<file path="src/hw/flash_host_pkg.sv">
// Constants, codes and carriers for the serial flash host controller.
// Assumes a 50 MHz ref_clk and a flash that samples on rising sclk edges.
package flash_host_pkg;

  // ----------------------------------------------------------------
  // Clocking and timing
  // ----------------------------------------------------------------
  localparam int CLK_PERIOD_NS = 20;
  // Half period of sclk in ref_clk cycles; long enough to cover the
  // four-stage input synchroniser before the next sampling edge
  localparam int SCLK_HALF_CYC = 4;
  localparam int CS_HIGH_NS = 100;
  localparam int CS_HIGH_CYC = (CS_HIGH_NS + CLK_PERIOD_NS - 1) /
                               CLK_PERIOD_NS;
  localparam int PDOWN_ENTRY_NS = 3000;
  localparam int PDOWN_ENTRY_CYC = (PDOWN_ENTRY_NS + CLK_PERIOD_NS - 1) /
                                   CLK_PERIOD_NS;
  localparam int PDOWN_EXIT_NS = 8000;
  localparam int PDOWN_EXIT_CYC = (PDOWN_EXIT_NS + CLK_PERIOD_NS - 1) /
                                  CLK_PERIOD_NS;
  localparam int SIG_DUMMY_CLKS = 24;
  localparam int SECREG_DUMMY_CLKS = 8;
  localparam int DUAL_ID_DUMMY_CLKS = 4;
  localparam int QUAD_ID_DUMMY_CLKS = 6;

  // ----------------------------------------------------------------
  // Flash instruction codes
  // ----------------------------------------------------------------
  localparam logic [7:0] CODE_NONE = 8'h00;
  localparam logic [7:0] CODE_WRITE_ENABLE = 8'h06;
  localparam logic [7:0] CODE_SECREG_PROGRAM = 8'h42;
  localparam logic [7:0] CODE_SECREG_READ = 8'h48;
  localparam logic [7:0] CODE_DEEP_POWERDOWN = 8'hb9;
  localparam logic [7:0] CODE_RELEASE = 8'hab;
  localparam logic [7:0] CODE_ID_READ = 8'h90;
  localparam logic [7:0] CODE_DUAL_ID_READ = 8'h92;
  localparam logic [7:0] CODE_QUAD_ID_READ = 8'h94;
  localparam logic [7:0] CODE_RESET_ENABLE = 8'h66;
  localparam logic [7:0] CODE_RESET = 8'h99;

  // ----------------------------------------------------------------
  // Operations that software may start
  // ----------------------------------------------------------------
  localparam logic [3:0] OP_SECREG_PROGRAM = 4'h1;
  localparam logic [3:0] OP_SECREG_READ = 4'h2;
  localparam logic [3:0] OP_DEEP_POWERDOWN = 4'h3;
  localparam logic [3:0] OP_RELEASE = 4'h4;
  localparam logic [3:0] OP_SIGNATURE_READ = 4'h5;
  localparam logic [3:0] OP_ID_READ = 4'h6;
  localparam logic [3:0] OP_DUAL_ID_READ = 4'h7;
  localparam logic [3:0] OP_QUAD_ID_READ = 4'h8;
  localparam logic [3:0] OP_SOFT_RESET = 4'h9;

  // ----------------------------------------------------------------
  // Register map and fields
  // ----------------------------------------------------------------
  localparam logic [7:0] REG_CTRL = 8'h00;
  localparam logic [7:0] REG_ADDR = 8'h04;
  localparam logic [7:0] REG_LEN = 8'h08;
  localparam logic [7:0] REG_TX = 8'h0c;
  localparam logic [7:0] REG_RX = 8'h10;
  localparam logic [7:0] REG_STATUS = 8'h14;
  localparam int ST_BUSY_BIT = 0;
  localparam int ST_TX_FULL_BIT = 1;
  localparam int ST_RX_VALID_BIT = 2;
  localparam int ST_POWERED_DOWN_BIT = 3;
  localparam int ST_REFUSED_BIT = 4;
  localparam logic [10:0] LEN_MAX = 11'h400;
  localparam logic [10:0] LEN_RESET = 11'h001;
  localparam logic [1:0] SEL_RESET = 2'h1;

  typedef enum logic [6:0] {
    ST_IDLE = 7'b0000001,
    ST_CMD = 7'b0000010,
    ST_ADDR = 7'b0000100,
    ST_DUMMY = 7'b0001000,
    ST_WDATA = 7'b0010000,
    ST_RDATA = 7'b0100000,
    ST_GAP = 7'b1000000
  } xfer_state_t;

  typedef struct packed {
    logic wr;
    logic rd;
    logic [7:0] addr;
    logic [31:0] wdata;
  } reg_req_t;

  typedef struct packed {
    logic cs_n;
    logic sclk;
    logic [3:0] io_out;
    logic [3:0] io_oe;
  } pin_out_t;

endpackage

</file>
<file path="src/hw/flash_host_ctrl.sv">
// Host controller that drives a serial NOR flash through its pins for
// security register, power-down, signature and identification work.
// Assumes a flash in single-line command mode on cs_n, sclk, io[3:0].
`timescale 1ns/1ps

// How it works
// Write enable is sent before every program
// Program: opcode, address, 1 to 1024 bytes
// Program cycle starts at chip select rise
// Locked registers ignore program instructions
// Address upper bits zero, register number, offset
// Read: opcode, address, dummy byte, data out
// Read address wraps inside one register
// Power-down is bare opcode, then entry delay
// Power-down accepts only release or reset
// Reset pair leaves power-down
// Release raises chip select after eighth bit
// Power cycle ends power-down, standby follows
// Release from power-down takes exit delay
// Chip select held high for exit delay
// Signature repeats while clocks keep coming
// Release ignored during a program cycle
// Id read: opcode, zero address, codes out
// Id codes alternate until chip select rises
// Dual id read: two lanes, one dummy byte
// Quad id read: four lanes, three dummy bytes
// Program end clears busy and write enable
// Programming only clears bits to zero
// Program without write enable is ignored
module flash_host_ctrl
  import flash_host_pkg::*;
#(
  parameter int PROGRAM_CYCLE_NS = 3000000
) (
  input wire logic ref_clk,
  input wire logic arst_n,
  input reg_req_t bus,
  output logic [31:0] reg_rdata,
  input wire logic [3:0] io_in,
  output pin_out_t pins
);

  localparam int PROGRAM_CYCLE_CYC = (PROGRAM_CYCLE_NS + CLK_PERIOD_NS - 1) /
                                     CLK_PERIOD_NS;

  // ----------------------------------------------------------------
  // Decoding of operations
  // ----------------------------------------------------------------
  function automatic logic [7:0] main_code(input logic [3:0] op);
    case (op)
      OP_SECREG_PROGRAM: main_code = CODE_SECREG_PROGRAM;
      OP_SECREG_READ: main_code = CODE_SECREG_READ;
      OP_DEEP_POWERDOWN: main_code = CODE_DEEP_POWERDOWN;
      OP_RELEASE: main_code = CODE_RELEASE;
      OP_SIGNATURE_READ: main_code = CODE_RELEASE;
      OP_ID_READ: main_code = CODE_ID_READ;
      OP_DUAL_ID_READ: main_code = CODE_DUAL_ID_READ;
      OP_QUAD_ID_READ: main_code = CODE_QUAD_ID_READ;
      OP_SOFT_RESET: main_code = CODE_RESET;
      default: main_code = CODE_NONE;
    endcase
  endfunction

  function automatic logic [7:0] prefix_code(input logic [3:0] op);
    case (op)
      OP_SECREG_PROGRAM: prefix_code = CODE_WRITE_ENABLE;
      OP_SOFT_RESET: prefix_code = CODE_RESET_ENABLE;
      default: prefix_code = CODE_NONE;
    endcase
  endfunction

  function automatic logic [2:0] op_lanes(input logic [3:0] op);
    case (op)
      OP_DUAL_ID_READ: op_lanes = 3'd2;
      OP_QUAD_ID_READ: op_lanes = 3'd4;
      default: op_lanes = 3'd1;
    endcase
  endfunction

  function automatic logic [4:0] dummy_clks(input logic [3:0] op);
    case (op)
      OP_SECREG_READ: dummy_clks = 5'(SECREG_DUMMY_CLKS);
      OP_SIGNATURE_READ: dummy_clks = 5'(SIG_DUMMY_CLKS);
      OP_DUAL_ID_READ: dummy_clks = 5'(DUAL_ID_DUMMY_CLKS);
      OP_QUAD_ID_READ: dummy_clks = 5'(QUAD_ID_DUMMY_CLKS);
      default: dummy_clks = 5'd0;
    endcase
  endfunction

  // Opcode alone, chip select rises right after the eighth bit
  function automatic logic is_bare(input logic [3:0] op);
    is_bare = (op == OP_DEEP_POWERDOWN) || (op == OP_RELEASE) ||
              (op == OP_SOFT_RESET);
  endfunction

  function automatic logic has_addr(input logic [3:0] op);
    has_addr = !is_bare(op) && (op != OP_SIGNATURE_READ);
  endfunction

  // ----------------------------------------------------------------
  // State
  // ----------------------------------------------------------------
  xfer_state_t state;
  logic [3:0] op;
  logic [2:0] lanes;
  logic prefix;
  logic [23:0] sh;
  logic [4:0] clk_left;
  logic [10:0] bytes_left;
  logic byte_ready;
  logic [23:0] gap_cnt;
  logic powered_down;
  logic refused;
  logic [1:0] secreg_sel;
  logic [9:0] secreg_offset;
  logic [10:0] xfer_len;
  logic tx_valid;
  logic [7:0] tx_data;
  logic rx_valid;
  logic [7:0] rx_data;
  logic [7:0] rx_sh;
  logic [2:0] div_cnt;
  logic sclk;
  logic [3:0] io_s1;
  logic [3:0] io_s2;
  logic [3:0] io_s3;
  logic [3:0] io_stable;
  pin_out_t next_pins;

  logic [2:0] cur_lanes;
  logic shifting;
  logic go;
  logic div_end;
  logic rise;
  logic fall;
  logic unit_last;
  logic tx_take;
  logic rx_done;
  logic end_xfer;
  logic start_req;
  logic start_ok;
  logic [3:0] req_op;
  logic [23:0] post_cyc;
  logic [23:0] addr24;
  logic [4:0] data_clks;

  // ----------------------------------------------------------------
  // Input synchroniser
  // ----------------------------------------------------------------
  always_ff @(posedge ref_clk or negedge arst_n) begin
    if (!arst_n) begin
      io_s1 <= 4'h0;
      io_s2 <= 4'h0;
      io_s3 <= 4'h0;
      io_stable <= 4'h0;
    end else begin
      io_s1 <= io_in;
      io_s2 <= io_s1;
      io_s3 <= io_s2;
      io_stable <= (io_s2 & io_s3) | (io_stable & (io_s2 ^ io_s3));
    end
  end

  // ----------------------------------------------------------------
  // Serial clock
  // ----------------------------------------------------------------
  assign shifting = (state == ST_CMD) || (state == ST_ADDR) ||
                    (state == ST_DUMMY) || (state == ST_WDATA) ||
                    (state == ST_RDATA);
  // Clock stalls low at a byte edge until software feeds or drains
  assign go = shifting &&
              ((state == ST_WDATA) ? byte_ready :
               (state == ST_RDATA) ? !rx_valid : 1'b1);
  assign div_end = (div_cnt == 3'(SCLK_HALF_CYC - 1));
  assign rise = go && !sclk && div_end;
  assign fall = sclk && div_end;

  always_ff @(posedge ref_clk or negedge arst_n) begin
    if (!arst_n) begin
      div_cnt <= 3'h0;
      sclk <= 1'b0;
    end else begin
      div_cnt <= (div_end || tx_take || !shifting) ? 3'h0 : div_cnt + 3'h1;
      if (rise) begin
        sclk <= 1'b1;
      end else if (fall) begin
        sclk <= 1'b0;
      end
    end
  end

  // ----------------------------------------------------------------
  // Transfer sequencing
  // ----------------------------------------------------------------
  assign cur_lanes = (state == ST_CMD) ? 3'd1 : lanes;
  assign unit_last = (clk_left == 5'd1);
  assign data_clks = (lanes == 3'd4) ? 5'd2 : (lanes == 3'd2) ? 5'd4 : 5'd8;
  assign tx_take = (state == ST_WDATA) && !byte_ready && tx_valid;
  assign rx_done = fall && (state == ST_RDATA) && unit_last;
  assign end_xfer = fall && unit_last &&
    (((state == ST_CMD) && (prefix || is_bare(op))) ||
     (((state == ST_WDATA) || (state == ST_RDATA)) &&
      (bytes_left == 11'd1)));
  // Identification reads send a zero address
  assign addr24 = (op == OP_SECREG_READ || op == OP_SECREG_PROGRAM) ?
                  {8'h00, 2'b00, secreg_sel, 2'b00, secreg_offset} :
                  24'h000000;
  assign req_op = bus.wdata[3:0];
  assign start_req = bus.wr && (bus.addr == REG_CTRL) &&
                     (state == ST_IDLE);
  assign start_ok = start_req && (main_code(req_op) != CODE_NONE) &&
    (!powered_down || req_op == OP_RELEASE ||
     req_op == OP_SIGNATURE_READ || req_op == OP_SOFT_RESET) &&
    (xfer_len != 11'd0) && (xfer_len <= LEN_MAX);

  always_comb begin
    case (op)
      OP_SECREG_PROGRAM: post_cyc = 24'(PROGRAM_CYCLE_CYC);
      OP_DEEP_POWERDOWN: post_cyc = 24'(PDOWN_ENTRY_CYC);
      OP_RELEASE, OP_SIGNATURE_READ, OP_SOFT_RESET:
        post_cyc = powered_down ? 24'(PDOWN_EXIT_CYC) :
                   24'(CS_HIGH_CYC);
      default: post_cyc = 24'(CS_HIGH_CYC);
    endcase
  end

  always_ff @(posedge ref_clk or negedge arst_n) begin
    if (!arst_n) begin
      state <= ST_IDLE;
      op <= 4'h0;
      lanes <= 3'd1;
      prefix <= 1'b0;
      sh <= 24'h000000;
      clk_left <= 5'd0;
      bytes_left <= 11'd0;
      byte_ready <= 1'b0;
      gap_cnt <= 24'h000000;
    end else begin
      case (state)
        ST_IDLE: begin
          if (start_ok) begin
            op <= req_op;
            lanes <= op_lanes(req_op);
            bytes_left <= xfer_len;
            prefix <= (prefix_code(req_op) != CODE_NONE);
            sh <= (prefix_code(req_op) != CODE_NONE) ?
                  {prefix_code(req_op), 16'h0000} :
                  {main_code(req_op), 16'h0000};
            clk_left <= 5'd8;
            state <= ST_CMD;
          end
        end
        ST_CMD, ST_ADDR, ST_DUMMY, ST_WDATA, ST_RDATA: begin
          if (tx_take) begin
            sh <= {tx_data, 16'h0000};
            clk_left <= 5'd8;
            byte_ready <= 1'b1;
          end
          if (end_xfer) begin
            state <= ST_GAP;
            // Fixed wait covers the self-timed cycle
            gap_cnt <= prefix ? 24'(CS_HIGH_CYC) : post_cyc;
          end else if (fall && unit_last) begin
            case (state)
              ST_CMD: begin
                if (has_addr(op)) begin
                  state <= ST_ADDR;
                  sh <= addr24;
                  clk_left <= 5'd24 / 5'(lanes);
                end else begin
                  state <= ST_DUMMY;
                  clk_left <= dummy_clks(op);
                end
              end
              ST_ADDR: begin
                if (dummy_clks(op) != 5'd0) begin
                  state <= ST_DUMMY;
                  clk_left <= dummy_clks(op);
                end else if (op == OP_SECREG_PROGRAM) begin
                  state <= ST_WDATA;
                  byte_ready <= 1'b0;
                end else begin
                  state <= ST_RDATA;
                  clk_left <= data_clks;
                end
              end
              ST_DUMMY: begin
                state <= ST_RDATA;
                clk_left <= data_clks;
              end
              ST_WDATA: begin
                byte_ready <= 1'b0;
                bytes_left <= bytes_left - 11'd1;
              end
              default: begin
                // Secure register reads keep going; the flash wraps
                clk_left <= data_clks;
                bytes_left <= bytes_left - 11'd1;
              end
            endcase
          end else if (fall) begin
            clk_left <= clk_left - 5'd1;
            sh <= sh << cur_lanes;
          end
        end
        ST_GAP: begin
          if (gap_cnt <= 24'h000001) begin
            if (prefix) begin
              prefix <= 1'b0;
              sh <= {main_code(op), 16'h0000};
              clk_left <= 5'd8;
              state <= ST_CMD;
            end else begin
              state <= ST_IDLE;
            end
          end else begin
            gap_cnt <= gap_cnt - 24'h000001;
          end
        end
        default: state <= ST_IDLE;
      endcase
    end
  end

  // Tracks the flash's power-down state; a host reset assumes standby
  always_ff @(posedge ref_clk or negedge arst_n) begin
    if (!arst_n) begin
      powered_down <= 1'b0;
    end else if (end_xfer && !prefix) begin
      if (op == OP_DEEP_POWERDOWN) begin
        powered_down <= 1'b1;
      end else if (op == OP_RELEASE || op == OP_SIGNATURE_READ ||
                   op == OP_SOFT_RESET) begin
        powered_down <= 1'b0;
      end
    end
  end

  // ----------------------------------------------------------------
  // Data bytes between software and the link
  // ----------------------------------------------------------------
  always_ff @(posedge ref_clk or negedge arst_n) begin
    if (!arst_n) begin
      tx_valid <= 1'b0;
      tx_data <= 8'h00;
    end else if (tx_take) begin
      tx_valid <= 1'b0;
    end else if (bus.wr && bus.addr == REG_TX && !tx_valid) begin
      tx_valid <= 1'b1;
      tx_data <= bus.wdata[7:0];
    end
  end

  always_ff @(posedge ref_clk or negedge arst_n) begin
    if (!arst_n) begin
      rx_sh <= 8'h00;
      rx_data <= 8'h00;
      rx_valid <= 1'b0;
    end else begin
      if (fall && state == ST_RDATA) begin
        case (lanes)
          3'd2: rx_sh <= {rx_sh[5:0], io_stable[1:0]};
          3'd4: rx_sh <= {rx_sh[3:0], io_stable};
          default: rx_sh <= {rx_sh[6:0], io_stable[1]};
        endcase
      end
      // A byte landing in the read cycle is kept: set beats clear
      if (rx_done) begin
        rx_valid <= 1'b1;
        case (lanes)
          3'd2: rx_data <= {rx_sh[5:0], io_stable[1:0]};
          3'd4: rx_data <= {rx_sh[3:0], io_stable};
          default: rx_data <= {rx_sh[6:0], io_stable[1]};
        endcase
      end else if (bus.rd && bus.addr == REG_RX) begin
        rx_valid <= 1'b0;
      end
    end
  end

  // ----------------------------------------------------------------
  // Software registers
  // ----------------------------------------------------------------
  always_ff @(posedge ref_clk or negedge arst_n) begin
    if (!arst_n) begin
      secreg_sel <= SEL_RESET;
      secreg_offset <= 10'h000;
      xfer_len <= LEN_RESET;
      refused <= 1'b0;
    end else begin
      if (bus.wr && bus.addr == REG_ADDR) begin
        secreg_sel <= bus.wdata[11:10];
        secreg_offset <= bus.wdata[9:0];
      end
      if (bus.wr && bus.addr == REG_LEN) begin
        xfer_len <= bus.wdata[10:0];
      end
      if (start_req && !start_ok) begin
        refused <= 1'b1;
      end else if (bus.wr && bus.addr == REG_STATUS &&
                   bus.wdata[ST_REFUSED_BIT]) begin
        refused <= 1'b0;
      end
    end
  end

  always_ff @(posedge ref_clk or negedge arst_n) begin
    if (!arst_n) begin
      reg_rdata <= 32'h00000000;
    end else if (bus.rd) begin
      case (bus.addr)
        REG_CTRL: reg_rdata <= {28'h0000000, op};
        REG_ADDR: reg_rdata <= {20'h00000, secreg_sel, secreg_offset};
        REG_LEN: reg_rdata <= {21'h000000, xfer_len};
        REG_TX: reg_rdata <= {24'h000000, tx_data};
        REG_RX: reg_rdata <= {24'h000000, rx_data};
        REG_STATUS: reg_rdata <= {27'h0000000, refused, powered_down,
                                  rx_valid, tx_valid, state != ST_IDLE};
        default: reg_rdata <= 32'h00000000;
      endcase
    end else begin
      reg_rdata <= 32'h00000000;
    end
  end

  // ----------------------------------------------------------------
  // Pin drive, registered so all pins move together
  // ----------------------------------------------------------------
  always_comb begin
    next_pins.cs_n = !shifting;
    next_pins.sclk = sclk;
    // Write-protect and hold lines sit high unless quad lanes use them
    next_pins.io_out = 4'hc;
    next_pins.io_oe = 4'hc;
    if (lanes == 3'd4 && shifting && state != ST_CMD) begin
      next_pins.io_oe = 4'h0;
    end
    if (state == ST_CMD || state == ST_ADDR || state == ST_WDATA) begin
      case (cur_lanes)
        3'd2: begin
          next_pins.io_out[1:0] = sh[23:22];
          next_pins.io_oe[1:0] = 2'b11;
        end
        3'd4: begin
          next_pins.io_out = sh[23:20];
          next_pins.io_oe = 4'hf;
        end
        default: begin
          next_pins.io_out[0] = sh[23];
          next_pins.io_oe[0] = 1'b1;
        end
      endcase
    end
  end

  always_ff @(posedge ref_clk or negedge arst_n) begin
    if (!arst_n) begin
      pins <= '{cs_n: 1'b1, sclk: 1'b0, io_out: 4'h0, io_oe: 4'h0};
    end else begin
      pins <= next_pins;
    end
  end

endmodule

</file>
<file path="config.mk">
export PLATFORM = sky130hd
export DESIGN_NAME = flash_host_ctrl
export DESIGN_NICKNAME = d
export VERILOG_FILES = /design/src/hw/flash_host_pkg.sv /design/src/hw/flash_host_ctrl.sv
export SDC_FILE = /design/constraint.sdc
export NUM_CORES = 1
export LEC_CHECK = 0
export ABC_AREA = 1
export BUFFER_PORTS_ARGS = -buffer_cell sky130_fd_sc_hd__buf_4
export CAP_MARGIN = 20
export CORE_MARGIN = 3
export CORE_UTILIZATION = 55
export CTS_CLUSTER_DIAMETER = 150
export DETAILED_ROUTE_END_ITERATION = 10
export PLACE_DENSITY = 0.74
export SLEW_MARGIN = 5
export SYNTH_ARGS = -nofsm -noshare
export SYNTH_HDL_FRONTEND = slang
export SYNTH_SLANG_ARGS = --single-unit
</file>
<file path="constraint.sdc">
create_clock -name ref_clk -period 6.1 [get_ports ref_clk]
set_input_delay 0.61 -clock ref_clk [delete_from_list [all_inputs] [get_ports ref_clk]]
set_output_delay 0.61 -clock ref_clk [all_outputs]
set_load 0.05 [all_outputs]
</file>
# After elaboration in Yosys (flattened, before gate mapping)
# Memory sizes are Yosys's and may differ from the RTL's.
# Index checks and enable logic that the tools add are counted.
[word_totals] latch_bits=0 out_inout_bits=42 inputBits=48 n_memories=3 ramBits=0 rom_bits=384 reg_bits=192
[mem_list] name="(name not given)" depth=16 width=8 read_ports=1 rd_clocked_by_memory_dff=0 wr=0 line_no="flash_host_ctrl.sv:50" text="case (op)"
[mem_list] name="(name not given)" depth=16 width=8 read_ports=1 rd_clocked_by_memory_dff=0 wr=0 line_no="flash_host_ctrl.sv:50"
[mem_list] name="(name not given)" depth=16 width=8 read_ports=1 rd_clocked_by_memory_dff=0 wr=0 line_no="flash_host_ctrl.sv:50"
[classes] n_reduce_logical=83 n_eq_ne=46 div_mod_pow=1 n_addsub=4 shifts=1 n_bitwise=5 n_lt_le_gt_ge=2 muxes=89 multipliers=0
[ops] op="$mux W24" n=13
[ops] op="$pmux W12 S6" n=1
[ops] op="$pmux W24 S3" n=1
[ops] op="$mux W5" n=14
[ops] op="$pmux W18 S3" n=1
[ops] op="$pmux W24 S2" n=1
[ops] op="$mux W11" n=4
[ops] op="$pmux W7 S3" n=2
[ops] op="$logic_and A1 B1 Y1" n=30
[ops] op="$pmux W5 S3" n=2
[ops] op="$mux W7" n=4
[ops] op="$eq A4 B3 Y1 const B" n=6
[ops] op="$le A24 B1 Y1 const B" n=1
[ops] op="$mux W8" n=3
[ops] op="$shl A24 B3 Y24" n=1
[ops] op="$sub A24 B1 Y24 const B" n=1
[ops] op="$pmux W11 S2" n=1
[ops] op="$mux W1" n=20
[ops] op="$pmux W5 S4" n=1
[ops] op="$logic_or A1 B1 Y1" n=18
[ops] op="$eq A4 B4 Y1 const B" n=4
[ops] op="$eq A8 B4 Y1 const B" n=2
[ops] op="$eq A8 B5 Y1 const B" n=2
[ops] op="$mux W4" n=4
[ops] op="53 further kinds" n=94

# Depth between registers and ports, before layout
# Gate-level depths: netlist of run 1.
[logic_depth] ltp_word=15 mapped_depth=29 depth_no_buf=28

# Worst setup path after synthesis of run 1
# No wires, ideal clock.
[synth_timing] kind="register to register" startpoint="register lanes[2]" endpoint="register clk_left[0]" synth_period_minus_slack_ps=3789 setup_time_ps=122 setup_slack_ps=2311 arrival_time_ps=3667 path_stages_with_launch=29 cell_sequence="dfrtp_1 clkbuf_1 nor2_1 nand2_1 ha_1 nor2_1 nand3_1 nand2_1 inv_1 ha_1 nand2_1 nand2_1 nor2_1 inv_1 o21ai_0 inv_1 ha_1 a21oi_1 nand3_1 nor2_1 a21oi_1 ha_1 nand3_1 o21ai_0 nand3b_1 nand2_1 nand4_1 nand2_1 a21oi_1"
[synth_between] elab_chain_len=8
[synth_rtl] element="start: declaration" line_no="flash_host_ctrl.sv:105" text="logic [2:0] lanes;"
[synth_rtl] element="start signal: assignment" line_no="flash_host_ctrl.sv:243" text="lanes <= op_lanes(req_op);"
[synth_rtl] element="parallel branches: the longest is 4 deep, another holds $div A5 B3 Y5"
[synth_rtl] element="$pmux W5 S3 *" line_no="flash_host_ctrl.sv:264" text="case (state)"
[synth_rtl] element="$mux W5 *" line_no="flash_host_ctrl.sv:263" text="end else if (fall && unit_last) begin"
[synth_rtl] element="$mux W5 *" line_no="flash_host_ctrl.sv:259" text="if (end_xfer) begin"
[synth_rtl] element="$pmux W5 S3 *" line_no="flash_host_ctrl.sv:239" text="case (state)"
[synth_rtl] element="end signal: assignment" line_no="flash_host_ctrl.sv:269" text="clk_left <= 5'd24 / 5'(lanes);"
[synth_rtl] element="end signal: assignment" line_no="flash_host_ctrl.sv:272" text="clk_left <= dummy_clks(op);"
[synth_rtl] element="end signal: assignment" line_no="flash_host_ctrl.sv:278" text="clk_left <= dummy_clks(op);"
[synth_rtl] element="end: declaration" line_no="flash_host_ctrl.sv:108" text="logic [4:0] clk_left;"
# Every way passes the cells marked *.
# A chain may end at the register's enable or synchronous reset.

# Worst setup path in the final report of run 1
# Same ends and word-level chain as after synthesis.

==> flow_metrics.env, run 1 <==
export IMPL_dp_cells=1855
export IMPL_rows=51
export IMPL_seq_area_um2=4285
export IMPL_fmax_mhz=231.8
export IMPL_static_leakage_power_nw=6.140
export IMPL_synth_largest_area_cell="dfrtp_1"
export IMPL_period_share_pct=70.73
export IMPL_avgSynthCellArea_um2=7.078
export IMPL_required_ns=6.43
export IMPL_worstSetupPathType="reg -> reg"
export IMPL_cts_sinks=171
export IMPL_cts_buffers=17
export IMPL_setup_viol=0
export IMPL_finish_utilization_pct=61.84
export IMPL_intPower_w=0.002368
export IMPL_viasPerCell=5.748
export IMPL_drc=0
export IMPL_r2r_cells=27
export IMPL_firstDrtPassIters=6
export IMPL_start_util_pct=56.93
export IMPL_setup_tns_ns=0
export IMPL_gr_total_overflow=0
export IMPL_ys_ff_latch=171
export IMPL_max_slew_worst_pin_slew_ns=0.9790
export IMPL_coreArea_um2=19780
export IMPL_dp_hpwl_um=23680
export IMPL_status="complete, no violations"
export IMPL_crit_path_start_kind="flop"
export IMPL_crit_path_max_incr_delay_ns=0.55
export IMPL_fin_worst_skew_ns=0.009993
export IMPL_io_pins=90
export IMPL_critPathArrivalTime_ns=4.65
export IMPL_port_buffers=49
export IMPL_rsz0062_at_grt="false"
export IMPL_powerDensity_nw_per_um2=352.3
export IMPL_ant_nets=0
export IMPL_ys_seq_area_share_pct=38.06
export IMPL_synthArstFlopShare_pct=100.0
export IMPL_post_cts_resized=0
export IMPL_cts_tree="done"
export IMPL_yosysUniqueCellTypes=54
export IMPL_htreeDepth=4
export IMPL_antenna_found_initial=0
export IMPL_antennaDiodeCount=0
export IMPL_multi_input_area_um2=5906
export IMPL_drive_above_1_share_pct=10.11
export IMPL_combPwrFrac_pct=40.5
export IMPL_synth_edf_count=0
export IMPL_grt_usage_pct=29.80
export IMPL_path_clk_slew_ns=0.08
export IMPL_period_minus_slack_ns=4.315
export IMPL_synthFlopType="dfrtp_1"
export IMPL_dp_slack_ns=1.852
export IMPL_stdcell_count=1887
export IMPL_fillers=1866
export IMPL_path_common_cell="nand2_1"
export IMPL_cts_hold_buf=0
export IMPL_drt_iter0_drc=1253
export IMPL_timing_final_ws_setup_ns=1.785
export IMPL_syn_area_um2=11260
export IMPL_swShare_pct=45.06
export IMPL_final_cell_mix="nand2_1, nand3_1, dfrtp_1"
export IMPL_die_x_um=149.1
export IMPL_grt_max_degree=66
export IMPL_ys_warnings_count=0
export IMPL_power_switching_w=0.001942
export IMPL_slew_headroom_pct=34.57
export IMPL_r2r_slack_ns=1.79
export IMPL_r2r_end="clk_left[0]$_DFFE_PN0P_"
export IMPL_final_hold_violation_count=0
export IMPL_cap_violations=0
export IMPL_area_delta_synth_final_pct=8.633
export IMPL_syn_instance_count=1591
export IMPL_vias=10846
export IMPL_dieArea_um2=22230
export IMPL_pwr_share_seq_pct=33.4
export IMPL_timing_final_max_slew_violations=0
export IMPL_worst_r2r_startpoint="lanes[2]$_DFFE_PN0P_"
export IMPL_wirelength_um=32530
export IMPL_worstPathMaxFanout=10
export IMPL_clock_latency_ns=0.45
export IMPL_synth_top_area_share_pct=36.89
export IMPL_ys_top_cells_by_area="dfrtp_1, nand2_1, nand3_1"
export IMPL_wl_per_cell_um=17.24
export IMPL_place_congestion=0.9595
export IMPL_nets=1686
export IMPL_post_cts_repair_setup_buffers=0
export IMPL_grt_pass1_wl_um=52310
export IMPL_layout_commonest_cell="nand2_1"
export IMPL_crit_slowest_cell="dfrtp_1"
export IMPL_ir_drop_v=0.0002490
export IMPL_power_frac_clock_pct=26.1
export IMPL_endpoint_kind="flop"
export IMPL_cts_path_max_buffers=2
export IMPL_die_h_um=149.1
export IMPL_hold_class="in -> async"
export IMPL_root_buffer="clkbuf_16"
export IMPL_grt_pass1_vias=10035
-- sequential cells by signal, indices dropped and copies added (netlist names), 8 cells and up --
signal	flops
rx_data	8
bytes_left	11
sh	24
secreg_offset	10
gap_cnt	24
reg_rdata	12
xfer_len	11
pins	9
tx_data	8
-- kinds of logic after synthesis --
kind of cell / count (synthesis) / synth area share, %
XOR/XNOR: 19 / 1.478
adder cells (fa/ha/maj): 29 / 3.222
flip-flops: 171 / 38.06
buffers and inverters: 256 / 10.13
multiplexers: 2 / 0.1778
AND/OR/NAND/NOR: 828 / 32.23
AO/OA/AOI/OAI: 285 / 14.67
other: 1 / 0.03330
-- metrics by stage --
stage | hold WS, ns | cell area [um^2] | power (W)
floorplan | 0.3144 | 11330 | 0.002809
global placement | 0.3333 | 11620 | 0.003136
detailed placement | 0.3380 | 11620 | 0.003168
CTS | 0.1277 | 12230 | 0.004292
global route | 0.1461 | 12230 | 0.004591
finish | 0.1077 | 12230 | 0.004310
-- synthesized netlist by cell type, types with 3 or more instances --
master and number:
o21ai_0 124, nor2_4 5, a21oi_1 62, o22ai_1 20
buf_6 7, o21ai_2 6, xor2_1 16, o31ai_1 6
a211oi_1 3, xnor2_1 3, nand2_4 5, ha_1 29
buf_4 26, a21o_1 5, a221oi_1 4, dfrtp_1 166
nand2_2 8, clkbuf_1 15, nand2_1 422, nand4_1 17
nor2_1 146, buf_1 4, nand3_1 172, a31oi_1 12
o21ai_1 11, inv_2 18, nand3_2 4, inv_1 161
nor2_2 17, o211ai_1 18, buf_2 22, nor3_1 21
dfstp_2 5
-- how the worst max path moves through the flow --
| stage | start | endpoint | depth (start not counted) |
|---|---|---|---|
| detailed placement | lanes[2]$_DFFE_PN0P_ | clk_left[0]$_DFFE_PN0P_ | 27 |
| finish | lanes[2]$_DFFE_PN0P_ | clk_left[0]$_DFFE_PN0P_ | 27 |
| CTS | lanes[2]$_DFFE_PN0P_ | clk_left[0]$_DFFE_PN0P_ | 27 |
| global route | lanes[2]$_DFFE_PN0P_ | clk_left[0]$_DFFE_PN0P_ | 27 |
| global placement | lanes[2]$_DFFE_PN0P_ | clk_left[0]$_DFFE_PN0P_ | 27 |
| floorplan | lanes[2]$_DFFE_PN0P_ | clk_left[0]$_DFFE_PN0P_ | 28 |
-- routing by layer --
metal	vias up	track usage [%]	routed length [um]
met3	91	7.262	3130
met5	-	0	0
met2	512	45.58	14230
met4	0	11.81	1270
li1	5225	-	-
met1	5018	41.03	13900
-- power by group through the flow --
stage / Clock [W] / Sequential [W] / Combinational (W)
2_1_floorplan: 0 / 0.00144 / 0.00137
3_3_place_gp: 0 / 0.00145 / 0.00169
3_5_place_dp: 0 / 0.00145 / 0.00172
4_1_cts: 0.00113 / 0.00143 / 0.00173
5_1_grt: 0.00118 / 0.00145 / 0.00196
6_report: 0.00113 / 0.00144 / 0.00174
-- worst max-delay path: cells and delay by family (launching register included) --
family	cells	cell delay, ns
and+or+nand+nor	15	1.72
DFF	1	0.55
buffers and inverters	3	0.23
adders and majority gates	4	1.14
AOI/OAI and AO/OA	5	0.56
-- layout make-up --
class                           count  share of cell area, %
Multi-Input combinational cell   1183                  48.28
Inverter                          182                  5.605
Sequential cell                   171                  35.03
Tap cell                          265                  2.710
Clock inverter                     15                  1.555
Clock buffer                       17                  3.478
Timing Repair Buffer               54                  3.345
Note: power is estimated with default switching activity, not from simulation.
==> inputs of run 2 (changes only) <==
PLACE_DENSITY = 0.77   (was 0.74)
clock period = 3.7 ns   (was 6.1 ns; I/O delays follow)
==> run 2 against run 1 <==
Final cell count increased by 1.9%. Global-route usage increased by 0.11 points. Clock power increased by 61%.
==> flow_metrics.env, run 2 (same netlist as run 1, synthesis figures left out) <==
export IMPL_port_buffers=49
export IMPL_hold_class="in -> reg"
export IMPL_crit_path_start_kind="flop"
export IMPL_period_minus_slack_ns=3.633
export IMPL_required_ns=4.02
export IMPL_finish_utilization_pct=63.67
export IMPL_cap_violations=0
export IMPL_max_slew_worst_pin_slew_ns=0.7175
export IMPL_ant_nets=0
export IMPL_io_pins=90
export IMPL_grt_usage_pct=29.91
export IMPL_nets=1722
export IMPL_wl_per_cell_um=17.28
export IMPL_timing_final_max_slew_violations=0
export IMPL_antennaDiodeCount=0
export IMPL_die_x_um=149.1
export IMPL_viasPerCell=5.811
export IMPL_grt_pass1_vias=10129
export IMPL_power_frac_clock_pct=25.5
export IMPL_htreeDepth=4
export IMPL_critPathArrivalTime_ns=3.96
export IMPL_crit_path_max_incr_delay_ns=0.39
export IMPL_drc=0
export IMPL_dieArea_um2=22230
export IMPL_area_delta_synth_final_pct=11.86
export IMPL_powerDensity_nw_per_um2=567.0
export IMPL_antenna_found_initial=0
export IMPL_place_congestion=1.005
export IMPL_total_power_w=0.007141
export IMPL_ir_drop_v=0.0003706
export IMPL_worstPathMaxFanout=3
export IMPL_final_hold_violation_count=0
export IMPL_cts_tree="done"
export IMPL_fin_worst_skew_ns=0.01250
export IMPL_grt_pass1_wl_um=52940
export IMPL_power_switching_w=0.003186
export IMPL_setup_viol=0
export IMPL_crit_slowest_cell="dfrtp_1"
export IMPL_firstDrtPassIters=6
export IMPL_root_buffer="clkbuf_16"
export IMPL_timing_final_ws_setup_ns=0.06688
export IMPL_pwr_share_seq_pct=33.1
export IMPL_path_clk_slew_ns=0.08
export IMPL_swShare_pct=44.61
export IMPL_critical_path_top_delay_family="simple AND/OR/NAND/NOR gates"
export IMPL_die_h_um=149.1
export IMPL_cts_sinks=171
export IMPL_endpoint_kind="flop"
export IMPL_status="complete, no violations"
export IMPL_fmax_mhz=275.2
export IMPL_rows=51
export IMPL_clock_latency_ns=0.44
export IMPL_critPathBufInv=2
export IMPL_grt_max_degree=75
export IMPL_intPower_w=0.003956
export IMPL_drive_above_1_share_pct=13.09
export IMPL_start_util_pct=56.93
export IMPL_combPwrFrac_pct=41.4
export IMPL_fillers=1777
export IMPL_rsz0062_at_grt="true"
export IMPL_worstSetupPathType="reg -> reg"
export IMPL_wirelength_um=33230
export IMPL_slew_headroom_pct=52.05
export IMPL_static_leakage_power_nw=6.318
export IMPL_dp_slack_ns=-0.09209
export IMPL_drt_iter0_drc=1275
export IMPL_period_share_pct=98.19
export IMPL_dp_hpwl_um=24130
export IMPL_hold_ws_ns=0.02925
export IMPL_top_regs="gap_cnt: 24 flops, sh: 24 flops, reg_rdata: 12 flops"
export IMPL_gr_total_overflow=0
export IMPL_layout_commonest_cell="nand2_1"
export IMPL_vias=11174
export IMPL_cts_buffers=17
export IMPL_coreArea_um2=19780
export IMPL_setup_tns_ns=0
export IMPL_final_cell_mix="nand2_1, nand3_1, dfrtp_1"
export IMPL_cts_path_max_buffers=2
run 2: cell count changes in the layout (fill, tap and decap cells not counted), moves of 3 or more:
cell | before | now
ha_1 | 29 | 26
nor2_4 | 5 | 8
ha_4 | 0 | 3
buf_4 | 53 | 86
nand2_1 | 422 | 418
nand2_2 | 8 | 12
nor2_1 | 146 | 141
run 2: stage by stage:
stage | instances | cell area (um^2)
3_5_place_dp | 1881 | 11830
2_1_floorplan | 1610 | 11340
3_3_place_gp | 1881 | 11830
6_report | 1923 | 12600
4_1_cts | 1920 | 12490
5_1_grt | 1923 | 12600
run 2: what timing repair did:
item                                    in CTS  in global routing
resized for setup                            3                 18
endpoints found under the hold margin       28                  0
endpoints found under the setup margin       1                  2
buffers inserted                             6                  3
pin swaps                                    3                 10
hold buffers                                 1                  0
run 2: cell type report:
cell class                 instances  area (um^2)  share of cell area (%)
multi-input combinational       1183         5998                   47.62
sequential                       171         4285                   34.02
timing repair buffer              90        698.2                   5.543
inverter                         182        685.7                   5.444
clock buffer                      17        425.4                   3.377
tap                              265        331.6                   2.632
clock inverter                    15        171.4                   1.361
run 2: worst paths after layout:
check | startpoint | endpoint | slack, ns | cells past startpoint
setup reg to reg | lanes[1]$_DFFE_PN0P_ | clk_left[0]$_DFFE_PN0P_ | 0.07 | 28
setup / recovery | lanes[1]$_DFFE_PN0P_ | clk_left[0]$_DFFE_PN0P_ | 0.07 | 28
hold reg to reg | io_s1[3]$_DFF_PN0_ | io_s2[3]$_DFF_PN0_ | 0.36 | 0
max in group asynchronous | arst_n | secreg_sel[0]$_DFFE_PN1P_ | 2.24 | 3
hold / removal | io_in[0] | io_s1[0]$_DFF_PN0_ | 0.03 | 1
min in group asynchronous | arst_n | gap_cnt[21]$_DFFE_PN0P_ | 0.52 | 2
run 2: power groups by stage:
stage	combinational (W)	clock [W]	sequential [W]
final	0.00295	0.00182	0.00236
after global routing	0.00329	0.00191	0.00239
after CTS	0.00291	0.00184	0.00235
after detailed placement	0.00288	0	0.00239
after global placement	0.00282	0	0.00238
after floorplan	0.00226	0	0.00237
run 2: routing by layer:
layer / track usage [%] / up-vias / wire (um)
met3: 5.895 / 94 / 3303
met1: 41.63 / 5214 / 13840
met4: 12.04 / 0 / 1291
met5: 0 / - / 0
li1: - / 5293 / -
met2: 46.16 / 573 / 14790
==> inputs of run 3 (changes only) <==
RECOVER_POWER = 25   (was not set)
SLEW_MARGIN = not set   (was 5)
==> run 3 against run 2 <==
The flow now finishes with violations (max-capacitance violations, max-slew violations). Hold slack improved by 0.023 ns. Critical path type unchanged. Power barely moved. Maximum frequency barely moved. Routed wire length fell by 0.13%. First-iteration DRC count rose by 1.4%. Sequential power barely moved. Highest routed layer unchanged. Global-route usage did not move. Count of clock-buffer cells in the layout did not move. Clock power barely moved.
==> flow_metrics.env, run 3 (same netlist as run 1, synthesis figures left out) <==
export IMPL_status="finished, violations left"
export IMPL_violations="max-capacitance violations, max-slew violations"
export IMPL_rows=51
export IMPL_drive_above_1_share_pct=13.03
export IMPL_powerDensity_nw_per_um2=567.3
export IMPL_wl_per_cell_um=17.26
export IMPL_critPathArrivalTime_ns=3.95
export IMPL_grt_max_degree=75
export IMPL_static_leakage_power_nw=6.315
export IMPL_swShare_pct=44.60
export IMPL_layout_commonest_cell="nand2_1"
export IMPL_final_area_um2=12580
export IMPL_top_regs="gap_cnt: 24 flops, sh: 24 flops, reg_rdata: 12 flops"
export IMPL_pwr_share_seq_pct=33.1
export IMPL_ant_nets=0
export IMPL_die_x_um=149.1
export IMPL_place_area_um2=11830
export IMPL_fmax_mhz=275.4
export IMPL_antennaDiodeCount=0
export IMPL_grt_usage_pct=29.91
export IMPL_cts_path_max_buffers=2
export IMPL_combPwrFrac_pct=41.3
export IMPL_final_hold_violation_count=0
export IMPL_clock_latency_ns=0.44
export IMPL_timing_final_max_slew_violations=74
export IMPL_antenna_found_initial=0
export IMPL_start_util_pct=56.93
export IMPL_rsz0062_at_grt="true"
export IMPL_htreeDepth=4
export IMPL_nets=1722
export IMPL_required_ns=4.02
export IMPL_firstDrtPassIters=6
export IMPL_ir_drop_v=0.0003692
export IMPL_dieArea_um2=22230
export IMPL_cap_violations=1
export IMPL_place_congestion=1.005
export IMPL_port_buffers=49
export IMPL_hold_class="in -> reg"
export IMPL_max_slew_worst_pin_slew_ns=1.903
export IMPL_slew_headroom_pct=-26.85
export IMPL_drc=0
export IMPL_cts_buffers=17
export IMPL_grt_pass1_wl_um=52940
export IMPL_intPower_w=0.003955
export IMPL_power_frac_clock_pct=25.6
export IMPL_critical_path_top_delay_family="simple AND/OR/NAND/NOR gates"
export IMPL_dp_hpwl_um=24130
export IMPL_final_cell_mix="nand2_1, nand3_1, dfrtp_1"
export IMPL_viasPerCell=5.795
export IMPL_period_share_pct=98.12
export IMPL_wirelength_um=33180
export IMPL_cts_tree="done"
export IMPL_vias=11143
export IMPL_hold_ws_ns=0.05178
export IMPL_root_buffer="clkbuf_16"
export IMPL_gr_total_overflow=0
export IMPL_critPathBufInv=2
export IMPL_area_delta_synth_final_pct=11.73
export IMPL_power_switching_w=0.003183
export IMPL_die_h_um=149.1
export IMPL_endpoint_kind="flop"
export IMPL_fillers=1781
export IMPL_drt_iter0_drc=1293
export IMPL_worstPathMaxFanout=3
export IMPL_io_pins=90
export IMPL_crit_path_start_kind="flop"
export IMPL_setup_viol=0
export IMPL_coreArea_um2=19780
export IMPL_period_minus_slack_ns=3.630
export IMPL_cts_sinks=171
export IMPL_fin_worst_skew_ns=0.01294
export IMPL_crit_slowest_cell="dfrtp_1"
export IMPL_worstSetupPathType="reg -> reg"
export IMPL_crit_path_max_incr_delay_ns=0.39
export IMPL_path_clk_slew_ns=0.08
export IMPL_grt_pass1_vias=10129
[run 3: cell count changes in the layout (fill, tap and decap cells not counted), sizes merged]
| cell | before | now |
|---|---|---|
| buf | 89 | 84 |
| clkbuf | 17 | 22 |
[run 3: through the flow]
stage | TNS, ns | util, % | total power (W) | instances | setup WS, ns
floorplan | 0 | - | 0.004632 | 1610 | 0.005350
global placement | 0 | 59.79 | 0.005203 | 1881 | 0.03672
detailed placement | -0.09209 | 59.79 | 0.005270 | 1881 | -0.09209
CTS | 0 | 63.13 | 0.007103 | 1920 | 0.007511
global route | -0.2889 | 63.61 | 0.007586 | 1923 | -0.2050
finish | 0 | 63.61 | 0.007138 | 1923 | 0.06956
[run 3: timing repair]
| action | 4_1_cts | 5_1_grt |
|---|---|---|
| hold buffers | 1 | 0 |
| setup buffers | 6 | 3 |
| endpoints found under the setup margin | 1 | 2 |
| pin swaps | 3 | 10 |
| gates resized for setup | 3 | 18 |
| hold endpoints to repair | 28 | 0 |
[run 3: final timing paths]
| kind | slack, ns | endpoint | from | cells after the start |
|---|---|---|---|---|
| worst min register to register | 0.35 | io_s2[2]$_DFF_PN0_ | io_s1[2]$_DFF_PN0_ | 0 |
| min in group asynchronous | 1.00 | gap_cnt[21]$_DFFE_PN0P_ | arst_n | 2 |
| worst max-delay path | 0.07 | clk_left[0]$_DFFE_PN0P_ | lanes[1]$_DFFE_PN0P_ | 28 |
| worst min-delay path | 0.05 | io_s1[0]$_DFF_PN0_ | io_in[0] | 1 |
| worst max register to register | 0.07 | clk_left[0]$_DFFE_PN0P_ | lanes[1]$_DFFE_PN0P_ | 28 |
| max in group asynchronous | 1.35 | secreg_sel[0]$_DFFE_PN1P_ | arst_n | 3 |
[run 3: routing by layer]
metal	part of all wire [%]	vias up	wire [um]	global-route usage (%)
li1	-	5295	-	-
met1	41	5189	13730	41.63
met2	45	574	14880	46.16
met3	10	85	3341	5.895
met4	3.7	0	1236	12.04
met5	0	-	0	0
[run 3: cell type report]
| class | count | area, um^2 | share of cell area, % |
|---|---|---|---|
| Tap cell | 265 | 331.6 | 2.635 |
| Timing Repair Buffer | 90 | 691.9 | 5.499 |
| Clock inverter | 15 | 171.4 | 1.362 |
| Clock buffer | 17 | 425.4 | 3.381 |
| Inverter | 182 | 685.7 | 5.449 |
| Multi-Input combinational cell | 1183 | 5991 | 47.61 |
| Sequential cell | 171 | 4285 | 34.06 |
[run 3: power groups by stage]
stage,Clock [W],Sequential (W),Combinational [W]
after floorplan,0,0.00237,0.00226
after global placement,0,0.00238,0.00282
after detailed placement,0,0.00239,0.00288
after CTS,0.00184,0.00235,0.00291
after global routing,0.00191,0.00239,0.00329
final,0.00182,0.00236,0.00295
